File: src/logic/brs_pkg.sv
/*
  brs_pkg: constants, register map and carrier types for the brownout
  reset sequencer.
  assumes: apb slave with 32-bit data, 25 mhz pclk.
*/
package brs_pkg;

  // ----------------------------------------------------------------------
  // clock and timing
  // ----------------------------------------------------------------------
  localparam int unsigned CLK_HZ          = 25_000_000;
  localparam int unsigned POWER_UP_DELAY_TIMER_MS         = 64;
  localparam int unsigned POWER_UP_DELAY_TIMER_CYCLES     = (CLK_HZ / 1000) * POWER_UP_DELAY_TIMER_MS;
  localparam int unsigned FILTER_NS       = 1000;
  localparam int unsigned FILTER_CYCLES   =
    (FILTER_NS * (CLK_HZ / 1_000_000) + 999) / 1000;
  localparam int unsigned RELEASE_CYCLES  = 10;
  localparam int unsigned CNT_W           = 21;

  // ----------------------------------------------------------------------
  // register map (byte addresses)
  // ----------------------------------------------------------------------
  localparam logic [11:0] ADDR_BOR_CTRL   = 12'h000;
  localparam logic [11:0] ADDR_PWR_STAT   = 12'h004;

  // brownout_control_register fields
  localparam int unsigned SOFT_EN_BIT     = 31;
  localparam int unsigned READY_BIT       = 0;
  localparam logic        SOFT_EN_RST     = 1'b1;

  // power_control_status fields
  localparam int unsigned BOR_FLAG_BIT    = 0;
  localparam int unsigned POR_FLAG_BIT    = 1;

  // brownout mode encodings
  localparam logic [1:0]  MODE_OFF        = 2'b00;
  localparam logic [1:0]  MODE_SOFT       = 2'b01;
  localparam logic [1:0]  MODE_NOSLEEP    = 2'b10;
  localparam logic [1:0]  MODE_ON         = 2'b11;

  // ----------------------------------------------------------------------
  // carriers
  // ----------------------------------------------------------------------
  typedef struct packed {
    logic [1:0] mode_select;   // brownout_mode_select
    logic       level_select;  // brownout_level_select
    logic       power_up_delay_timer_enable;   // power-up delay timer on
    logic       lp_enable;     // low-power brownout on
  } brs_cfg_t;

  typedef struct packed {
    logic supply_ok;       // above power-on level
    logic below_thresh;    // below brownout_threshold
    logic bor_ready;       // brownout circuit ready
    logic lp_below;        // low-power brownout trip
  } brs_analog_t;

  typedef struct packed {
    logic clear_pin_n;     // external_clear_pin, active low
    logic watchdog;
    logic reset_instr;
    logic stack_over;
    logic stack_under;
    logic prog_exit;
  } brs_src_t;

endpackage : brs_pkg

File: src/logic/brs_sync.sv
/*
  brs_sync: two flip-flop synchroniser for a bundle of async levels.
  assumes: inputs arrive from analog blocks or pins, asynchronous to pclk.
*/
`timescale 1ns/100ps
`default_nettype none
module brs_sync #(
  parameter int unsigned WIDTH = 1,
  parameter logic [WIDTH-1:0] INIT = '0
) (
  input  wire logic             pclk,     // system clock
  input  wire logic             presetn,  // async reset, active low
  input  wire logic [WIDTH-1:0] async_i,  // raw level
  output logic      [WIDTH-1:0] sync_o    // synchronised level
);
  logic [WIDTH-1:0] meta_q;

  // first stage feeds only the second stage
  always_ff @(posedge pclk or negedge presetn) begin
    if (!presetn) begin
      meta_q <= INIT;
      sync_o <= INIT;
    end else begin
      meta_q <= async_i;
      sync_o <= meta_q;
    end
  end
endmodule : brs_sync
`default_nettype wire

File: src/logic/brs_top.sv
/*
  brs_top: brownout reset sequencer. merges reset sources, filters the
  brownout comparator, runs the power-up delay and releases core reset.
  assumes: analog monitors and pins are asynchronous; apb master on pclk.
*/
// Added by the designer: the APB register port and the address map.
// What this block does
// hold reset while supply below power-on level
// hold reset while active brownout reports low
// pass level select bit to comparator
// filter under-threshold; brownout reset clears flag
// mode 11: always active, startup waits ready
// mode 11: active in sleep, no wake delay
// forced-on modes: ready set before execution
// mode 10: active awake, startup waits ready
// mode 10: off in sleep, wake waits ready
// mode 01: soft enable bit controls detection
// mode 01: skip wait only if disabled, warm
// mode 01 disabled: run at once, ready undefined
// protection on when ready; ready readable
// soft mode: sleep leaves enable unchanged
// mode 00: always off, soft writes ignored
// any listed source asserts device reset
// optional power-up timer extends por/bor reset
// timer 64 ms, starts after por/bor release
// low-power brownout ored into brownout
// clear pin late: run ten cycles after release
// reset asserts async, releases sync
`timescale 1ns/100ps
`default_nettype none
module brs_top
  import brs_pkg::*;
#(
  parameter int unsigned POWER_UP_DELAY_TIMER_LEN = POWER_UP_DELAY_TIMER_CYCLES
) (
  input  wire logic        pclk,          // system clock, 25 mhz
  input  wire logic        presetn,       // async reset, active low
  input  wire logic        psel,          // apb select
  input  wire logic        penable,       // apb enable
  input  wire logic        pwrite,        // apb direction
  input  wire logic [11:0] paddr,         // apb byte address
  input  wire logic [31:0] pwdata,        // apb write data
  output logic      [31:0] prdata,        // apb read data
  output logic             pready,        // apb ready
  output logic             pslverr,       // apb error
  input  wire brs_pkg::brs_cfg_t    cfg,  // configuration word bits
  input  wire brs_pkg::brs_analog_t ana,  // analog monitor levels
  input  wire brs_pkg::brs_src_t    src,  // other reset sources
  input  wire logic        sleep,         // core is in sleep
  output logic             bor_enable,    // brownout comparator on
  output logic             level_select,  // threshold select out
  output logic             core_reset_n,  // core reset, active low
  output logic             run_enable     // core may execute
);
  import brs_pkg::*;

  // ----------------------------------------------------------------------
  // input synchronisation
  // ----------------------------------------------------------------------
  localparam int unsigned NS = 10;
  logic [NS-1:0] raw_s, syn_s;
  logic supply_ok_s, below_s, ready_s, lp_below_s, clr_n_s;
  logic wdt_s, ri_s, sov_s, sun_s, pex_s;

  assign raw_s = {ana.supply_ok, ana.below_thresh, ana.bor_ready,
                  ana.lp_below, src.clear_pin_n, src.watchdog,
                  src.reset_instr, src.stack_over, src.stack_under,
                  src.prog_exit};

  brs_sync #(.WIDTH(NS), .INIT(10'h020)) u_sync (
    .pclk    (pclk),
    .presetn (presetn),
    .async_i (raw_s),
    .sync_o  (syn_s)
  );

  assign {supply_ok_s, below_s, ready_s, lp_below_s, clr_n_s,
          wdt_s, ri_s, sov_s, sun_s, pex_s} = syn_s;

  // ----------------------------------------------------------------------
  // registers and apb slave
  // ----------------------------------------------------------------------
  logic soft_en_q;
  logic bor_flag_q;
  logic por_flag_q;
  logic wr_en, rd_en, hit;
  logic bor_evt;

  assign pready  = 1'b1;
  assign hit     = (paddr == ADDR_BOR_CTRL) || (paddr == ADDR_PWR_STAT);
  assign pslverr = psel && penable && !hit;
  assign wr_en   = psel && penable && pwrite && hit;
  assign rd_en   = psel && !penable && !pwrite;

  // soft enable keeps its value across sleep; ignored in mode 00
  always_ff @(posedge pclk or negedge presetn) begin
    if (!presetn) begin
      soft_en_q <= SOFT_EN_RST;
    end else if (wr_en && paddr == ADDR_BOR_CTRL
                 && cfg.mode_select != MODE_OFF) begin
      soft_en_q <= pwdata[SOFT_EN_BIT];
    end
  end

  // flags are active low; software writes 1 to rearm, event wins
  always_ff @(posedge pclk or negedge presetn) begin
    if (!presetn) begin
      bor_flag_q <= 1'b1;
      por_flag_q <= 1'b0;
    end else begin
      if (bor_evt) begin
        bor_flag_q <= 1'b0;
      end else if (wr_en && paddr == ADDR_PWR_STAT) begin
        bor_flag_q <= pwdata[BOR_FLAG_BIT];
      end
      if (!supply_ok_s) begin
        por_flag_q <= 1'b0;
      end else if (wr_en && paddr == ADDR_PWR_STAT) begin
        por_flag_q <= pwdata[POR_FLAG_BIT];
      end
    end
  end

  // read data registered in the setup phase, valid in access phase
  always_ff @(posedge pclk or negedge presetn) begin
    if (!presetn) begin
      prdata <= 32'h0000_0000;
    end else if (rd_en) begin
      prdata <= 32'h0000_0000;
      if (paddr == ADDR_BOR_CTRL) begin
        prdata[SOFT_EN_BIT] <= soft_en_q;
        prdata[READY_BIT]   <= ready_s;
      end else if (paddr == ADDR_PWR_STAT) begin
        prdata[BOR_FLAG_BIT] <= bor_flag_q;
        prdata[POR_FLAG_BIT] <= por_flag_q;
      end
    end
  end

  // ----------------------------------------------------------------------
  // brownout mode decode
  // ----------------------------------------------------------------------
  logic active, forced_on, wait_ready;

  always_comb begin
    active    = 1'b0;
    forced_on = 1'b0;
    case (cfg.mode_select)
      MODE_ON:      begin
        active    = 1'b1;
        forced_on = 1'b1;
      end
      MODE_NOSLEEP: active = !sleep;
      MODE_SOFT:    begin
        active    = soft_en_q;
        forced_on = soft_en_q;
      end
      default:      active = 1'b0;
    endcase
  end

  assign level_select = cfg.level_select;

  // ----------------------------------------------------------------------
  // brownout noise filter
  // ----------------------------------------------------------------------
  localparam logic [7:0] FILT_MAX = 8'(FILTER_CYCLES);
  logic [7:0] filt_q;
  logic       bor_trip;

  // count must exceed the filter span before a trip counts
  always_ff @(posedge pclk or negedge presetn) begin
    if (!presetn) begin
      filt_q <= 8'h00;
    end else if (active && ready_s && below_s) begin
      if (filt_q <= FILT_MAX) begin
        filt_q <= filt_q + 8'h01;
      end
    end else begin
      filt_q <= 8'h00;
    end
  end

  assign bor_trip = (filt_q > FILT_MAX);
  assign bor_evt  = bor_trip || (cfg.lp_enable && lp_below_s);

  // ----------------------------------------------------------------------
  // start-up sequencer
  // ----------------------------------------------------------------------
  typedef enum logic [2:0] {
    ST_HOLD, ST_READY, ST_POWER_UP_DELAY_TIMER, ST_CLEAR, ST_TAIL, ST_RUN
  } brs_state_t;

  brs_state_t st_q;
  logic [CNT_W-1:0] cnt_q;
  logic cold_q;     // last reset came from por or brownout and run not yet reached
  logic warm_src;
  logic sleep_q;
  logic wake;

  assign warm_src = wdt_s || ri_s || sov_s || sun_s || pex_s;
  assign wake     = sleep_q && !sleep;

  // ready is awaited when forced on, in mode 10, or after cold start in mode 01
  assign wait_ready = forced_on
                   || (cfg.mode_select == MODE_NOSLEEP)
                   || (cfg.mode_select == MODE_SOFT && cold_q);

  // comparator follows detection; mode 01 cold wait powers it or hangs
  assign bor_enable = active
                   || (cfg.mode_select == MODE_SOFT
                       && st_q == ST_READY);

  always_ff @(posedge pclk or negedge presetn) begin
    if (!presetn) begin
      sleep_q <= 1'b0;
    end else begin
      sleep_q <= sleep;
    end
  end

  // sequencer: por/bor restart the whole chain, others skip the timer
  always_ff @(posedge pclk or negedge presetn) begin
    if (!presetn) begin
      st_q   <= ST_HOLD;
      cnt_q  <= '0;
      cold_q <= 1'b1;
    end else if (!supply_ok_s || bor_evt) begin
      st_q   <= ST_HOLD;
      cnt_q  <= '0;
      cold_q <= 1'b1;
    end else if (warm_src) begin
      st_q   <= ST_CLEAR;
      cnt_q  <= '0;
      cold_q <= 1'b0;
    end else begin
      case (st_q)
        ST_HOLD:  st_q <= ST_READY;
        ST_READY: begin
          // ready and above threshold before leaving reset
          if (!wait_ready || (ready_s && !below_s)) begin
            cnt_q <= '0;
            if (!cold_q) begin
              // wake resumes without a core reset
              st_q <= ST_RUN;
            end else begin
              st_q <= cfg.power_up_delay_timer_enable ? ST_POWER_UP_DELAY_TIMER : ST_CLEAR;
            end
          end
        end
        ST_POWER_UP_DELAY_TIMER:  begin
          if (cnt_q >= CNT_W'(POWER_UP_DELAY_TIMER_LEN - 1)) begin
            st_q <= ST_CLEAR;
          end else begin
            cnt_q <= cnt_q + 1'b1;
          end
        end
        ST_CLEAR: begin
          cnt_q <= '0;
          if (clr_n_s) begin
            // long-held pin: fixed tail after release
            st_q <= ST_TAIL;
          end
        end
        ST_TAIL:  begin
          if (!clr_n_s) begin
            st_q  <= ST_CLEAR;
          end else if (cnt_q >= CNT_W'(RELEASE_CYCLES - 1)) begin
            st_q   <= ST_RUN;
            cold_q <= 1'b0;
          end else begin
            cnt_q <= cnt_q + 1'b1;
          end
        end
        ST_RUN:   begin
          if (!clr_n_s) begin
            st_q <= ST_CLEAR;
          end else if (wake && cfg.mode_select == MODE_NOSLEEP) begin
            st_q <= ST_READY;
          end
        end
        default:  st_q <= ST_HOLD;
      endcase
    end
  end

  // ----------------------------------------------------------------------
  // reset output: async assert, sync release
  // ----------------------------------------------------------------------
  logic rst_req_n, rel_q, core_q;

  // combined request reaches flops asynchronously through the or
  assign rst_req_n = presetn && supply_ok_s && !bor_evt;

  always_ff @(posedge pclk or negedge rst_req_n) begin
    if (!rst_req_n) begin
      rel_q  <= 1'b0;
      core_q <= 1'b0;
    end else begin
      rel_q  <= (st_q == ST_RUN) || (st_q == ST_READY && !cold_q);
      core_q <= rel_q;
    end
  end

  // mode 11 wake needs no ready wait; readiness precedes run
  assign core_reset_n = core_q;
  assign run_enable   = core_q && (st_q == ST_RUN);

endmodule : brs_top
`default_nettype wire
File: config.mk
export PLATFORM = sky130hd
export DESIGN_NAME = brs_top
export DESIGN_NICKNAME = d
export VERILOG_FILES = /design/src/logic/brs_pkg.sv /design/src/logic/brs_sync.sv /design/src/logic/brs_top.sv
export SDC_FILE = /design/constraint.sdc
export NUM_CORES = 1
export LEC_CHECK = 0
export ABC_CLOCK_PERIOD_IN_PS = 3700
export BUFFER_PORTS_ARGS = -buffer_cell sky130_fd_sc_hd__buf_2
export CORE_ASPECT_RATIO = 0.8
export CORE_MARGIN = 2
export CORE_UTILIZATION = 57
export CTS_BUF_LIST = sky130_fd_sc_hd__clkbuf_8
export DETAILED_ROUTE_END_ITERATION = 10
export PLACE_DENSITY = 0.84
export SLEW_MARGIN = 5
export SYNTH_ARGS = -nofsm -noshare
export SYNTH_HDL_FRONTEND = slang
export SYNTH_HIERARCHICAL = 1
export SYNTH_SLANG_ARGS = --single-unit
File: constraint.sdc
create_clock -name pclk -period 3.7 [get_ports pclk]
set_clock_uncertainty 0.1 [all_clocks]
set_input_delay 0.555 -clock pclk [delete_from_list [all_inputs] [get_ports pclk]]
set_output_delay 0.555 -clock pclk [all_outputs]
set_load 0.1 [all_outputs]
# After elaboration in Yosys (flattened, before gate mapping)
# Cells that the tools add are included.
# op_classes
n_lt_le_gt_ge	4
eq_ne	19
n_mux	36
bitwise_logic	0
reduce_logical	53
addsub	2
n_div	0
n_mul	0
shifts	0
# op_table
cell	n
$mux W21	6
$pmux W21 S4	1
$mux W3	10
$add A21 B1 Y21 const B	1
$ge A21 B21 Y1 const B	1
$ge A21 B4 Y1 const B	1
$logic_and A1 B1 Y1	21
$pmux W3 S6	1
$mux W8	2
$ne A4 B4 Y1 const B	4
$mux W1	13
$eq A12 B3 Y1 const B	1
$logic_not A12 Y1	1
$logic_or A1 B1 Y1	12
$ne A5 B5 Y1 const B	2
$reduce_and A5 Y1	2
$logic_not A1 Y1	9
$reduce_bool A3 Y1	3
$add A8 B1 Y8 const B	1
$gt A8 B5 Y1 const B	1
$le A8 B5 Y1 const B	1
$ne A4 B3 Y1 const B	2
$eq A3 B2 Y1 const B	2
$eq A3 B3 Y1 const B	2
other kinds (12)	14
# word_totals
word_cells	127
regBits	62
latch_bits	0
mem_count	0
inputBits	65
ram_bits	0
output_inout_bits	38
mem_bits_ro	0

# Longest topological paths before layout
# depth
depth_word	10
depth_mapped	11
ltp_nobuf	9

# Cells and area by module
# The synthesis kept the hierarchy.
# modules_own_cells
mod	instances	seq_area_each_um2	area_per_inst_um2	cells_per_inst
brs_top	1	1054.8	2746.4	319
brs_sync	1	503.0	503.0	20

# Worst setup path after synthesis
# Ideal clock, no wire load.
# synth_timing
path_kind	register to output
startpoint	register core_q, in the netlist core_reset_n
endpoint	output run_enable
stages_incl_launch_ff	2
arrival_ps	1816
n_path_buf	0
required_ps	3045
setup_slack_ps	1229
path_cell_list	dfrtp_1 and3_1
# synth_via
elab_chain_cells	1
# synth_lines
element	line	rtl
from (decl)	brs_top.sv:290	logic rst_req_n, rel_q, core_q;
from (signal assigned)	brs_top.sv:301	core_q <= rel_q;
$logic_and A1 B1 Y1	brs_top.sv:307	assign run_enable = core_q && (st_q == ST_RUN);
to (decl)	brs_top.sv:53	output logic run_enable
# No other way between the ends.

# Worst setup path after layout
# layout_timing
startpoint	register cnt_q[0]
endpoint	register cnt_q[19]
# layout_via
elab_chain_cells	6
elab_cells_between_ends	12
cone_classes	add/sub: 1; order compare: 2; eq/ne: 2; mux: 6; reduce/logical: 1
# layout_lines
element	line	rtl
from (decl)	brs_top.sv:195	logic [CNT_W-1:0] cnt_q;
from (signal assigned)	brs_top.sv:255	cnt_q <= cnt_q + 1'b1;
from (signal assigned)	brs_top.sv:272	cnt_q <= cnt_q + 1'b1;
$add A21 B1 Y21	brs_top.sv:255, brs_top.sv:272	
$mux W21	brs_top.sv:268	end else if (cnt_q >= CNT_W'(RELEASE_CYCLES - 1)) begin
$mux W21	brs_top.sv:266	if (!clr_n_s) begin
$pmux W21 S4	brs_top.sv:237	case (st_q)
$mux W21	brs_top.sv:232	end else if (warm_src) begin
$mux W21	brs_top.sv:228	end else if (!supply_ok_s || bor_evt) begin
# Parallel ways exist; a longest one is shown, timed or not. The select of a mux whose other input is x is not followed.
# A chain may end at the register's enable or synchronous reset.

==> summary.md <==
| Metric | Value |
|---|---|
| Final total power | 1580 uW |
| CP Launch Type | flop |
| Max Cap Viol | 0 |
| Setup CP Type | reg2reg |
| Final setup viols | 0 |
| Hold path startpoint | src[5] |
| CP arrival | 3.10 ns |
| Most frequent cells in the layout | 57 x dfrtp_1, 41 x buf_2, 38 x nor2_1 |
| Max Root-Sink Buffers | 2 |
| Post-synth EDFFs | 0 |
| Tmin final | 2.97 ns |
| Leakage | 0.00165 uW |
| Hold violation total from the final report | 0 |
| Reg2reg end | cnt_q[19] |
| Synth area leaders | dfrtp_1 44%, buf_4 7.2%, nor2_1 4.4% |
| Sum of buffers and inverters on the critical path | 0 |
| Distinct cells, synth | 50 |
| Power Density | 438 mW/mm2 |
| Final wirelength | 6.42 mm |
| Peak supply drop | 0.000280 V |
| Yosys top cell area share | 43.9% |
| Root Buffer | clkbuf_8 |
| Nets | 452 |
| Port buffer count | 41 |
| R2r worst-path depth | 8 |
| #FFs+latches synth | 62 |
| R2r startpoint | cnt_q[0] |
| Hold Buf Count CTS | 0 |
| Initial DRC count | 129 |
| Ys async rst share | 100% |
| TritonRoute pass-1 iters | 4 |
| Detail Route Antenna Nets | 0 |
| CTS H-tree lvls | 3 |
| Drt via density | 5.53 |
| Slew Limit Fails | 0 |
| Total gr overflow | 0 |
| Worst-path cell chain | ha_1, nand3_1, or4_1, a21boi_2, o21bai_2, a21oi_4, or2_2, o31ai_1 |
| HPWL Detailed | 4.51 mm |
| Post-Place Cell Area | 0.00339 mm2 |
| Die W | 88.4 um |
| Crit end category | flop |
| Vias | 2573 |
| Max transition margin | 35.1% |
| R2r setup slk | 0.73 ns |
| Die Y | 71.5 um |
| Top Usage Layer GRT | met2 |
| Layout Area Growth over Synthesis | 11.3% |
| Routing usage on met3 | 5.88% |
| CP required | 3.83 ns |
| Hold Path Depth | 1 |
| Hold path endpoint | u_sync/meta_q[5] |
| Wire length of the first global-routing pass | 10.9 mm |
| CTS tree | yes |
| Core box area | 0.00547 mm2 |
| Ant diodes | 0 |
| GR Layer Usage met2 | 34.8% |
| Tcrit/Tclk final | 80.3% |
| Mapped Area | 0.00325 mm2 |
| Worst-margin pin slew | 0.973 ns |
| Share of post-route cells with drive strength above 1 | 20.4% |
| Mean Syn Cell Area | 9.59 um2 |
| Residual DRC count | 0 |
| Synth Instances | 339 |
| Rows | 24 |
| Max Clk Rate | 337 MHz |
| Clk Latency, worst-skew pair | 0.35 ns |
| Full die area | 0.00632 mm2 |
| Clk pin slew, worst setup/hold paths | 0.06 ns |
| Syn. warnings | 6 |
| PostCTS Resize Cnt | 0 |
| TritonCTS buffer count | 9 |
| Met1 Resource Use GR | 29.4% |
| Setup TNS | 0 ns |
| Commonest non-fill, non-tap cell in the layout | dfrtp_1 |
| Setup repair after global routing missed its margin | no |
| Design Area, Final | 0.00362 mm2 |
| Critical Path Fanout Max | 23 |
| Synth Flop Type | dfrtp_1 |
| Largest area contributor in the netlist | dfrtp_1 |
| CP peak stage delay | 0.59 ns |
| Hold slack final | 0.204 ns |
| Antenna violations before repair | 0 |
| GRT Resource Usage Total | 22.3% |
| Wire length per cell | 13.8 um |
| Initial Utilization | 59.5% |
| Pin count of the biggest net entering global routing | 46 |
| Status | completed |
| Slowest stage cell, crit path | a21oi_4 |
| Critical path's top delay family | simple AND/OR/NAND/NOR gates |
| Hold crit path type | in2reg |
| Vias in the first global route | 2440 |
| CTS sink cnt | 62 |
| IO Count | 103 |
| Seq/Total Area, Yosys | 47.9% |
| Gpl congestion | 0.893 |
| Setup Fix Bufs, Post-CTS | 0 |
| Final worst setup slack | 0.728 ns |
| Setup WS pre-CTS | 0.752 ns |
-- worst register-to-register path: cells and delay by family, from the launching register on --
kind            cells  cell delay [ns]
compound gates      4             0.98
fa+ha+maj           1             0.25
flops               1             0.45
simple gates        3             1.07
-- state kept, by name, summed over array words and instances, names as in the netlist --
signal,count
por_flag_q,1
u_sync/meta_q,10
filt_q,8
cnt_q,21
st_q,3
sleep_q,1
u_sync/sync_o,10
prdata,3
bor_flag_q,1
cold_q,1
rel_q,1
core_reset_n,1
soft_en_q,1
-- how the worst max path moves through the flow --
stage / startpoint / end / slack, ns / depth (start not counted)
finish: cnt_q[0] / cnt_q[19] / 0.73 / 8
global route: cnt_q[0] / cnt_q[20] / 0.54 / 8
CTS: cnt_q[0] / cnt_q[19] / 0.74 / 8
detailed placement: cnt_q[0] / cnt_q[19] / 0.75 / 8
global placement: cnt_q[0] / cnt_q[20] / 0.81 / 8
floorplan: core_reset_n / run_enable / 1.23 / 1
-- cell type report --
cell class,count,area (um2)
fill,446,1850
sequential,62,1560
multi-input combinational,255,1480
timing repair buffer,43,220
clock buffer,10,138
tap,78,97.6
clock inverter,6,87.6
inverter,11,41.3
-- per-stage QoR --
stage	utilization (%)	cells
after floorplan	-	367
after global placement	62.1	449
after detailed placement	62.1	449
after CTS	66.2	465
after global routing	66.2	465
final	66.2	465
-- power breakdown --
group          total (uW)  internal, uW  switching [uW]  leakage (uW)
Clock                 663           396             267      0.000110
Combinational         215          28.0             187      0.000735
Sequential            705           695            10.2      0.000800
Total                1580          1120             465       0.00165
-- cells by family (layout without fill, tap and decap cells) --
group | after synthesis | count (layout) | share of synthesized area [%]
buffers and inverters | 50 | 70 | 9.90
flip-flops | 62 | 62 | 47.9
XOR/XNOR | 3 | 3 | 0.809
AND/OR/NAND/NOR | 143 | 143 | 22.6
multiplexers | 4 | 4 | 1.27
adder cells (fa/ha/maj) | 5 | 5 | 1.93
AO/OA/AOI/OAI | 70 | 70 | 15.4
other | 2 | 30 | 0.231
-- metal layers --
layer  wire, um  vias up  share of wire [%]
li1           -     1223                  -
met1       2810     1206                 44
met2       2930      126                 46
met3        556       18                8.7
met4        131        0                2.0
met5          0        -                  0
-- synthesized netlist by cell type, types with 2 or more instances --
master	count
o31ai_1	17
buf_2	2
nand4_1	12
nand3_1	11
nor4_1	5
buf_6	2
o21ai_0	9
o41ai_1	3
clkbuf_1	4
dfrtp_1	57
o2111ai_1	2
or2_2	2
o21ai_1	14
and3_1	7
nor3_1	8
xor2_1	2
dfstp_2	5
ha_1	5
nand2_1	29
conb_1	2
o21ai_2	5
nor2b_1	10
mux2i_1	3
nand2b_1	2
buf_4	31
a21oi_1	9
or3_1	5
inv_1	11
and2_1	7
nor2_1	38
(Power assumes the default switching activity.)
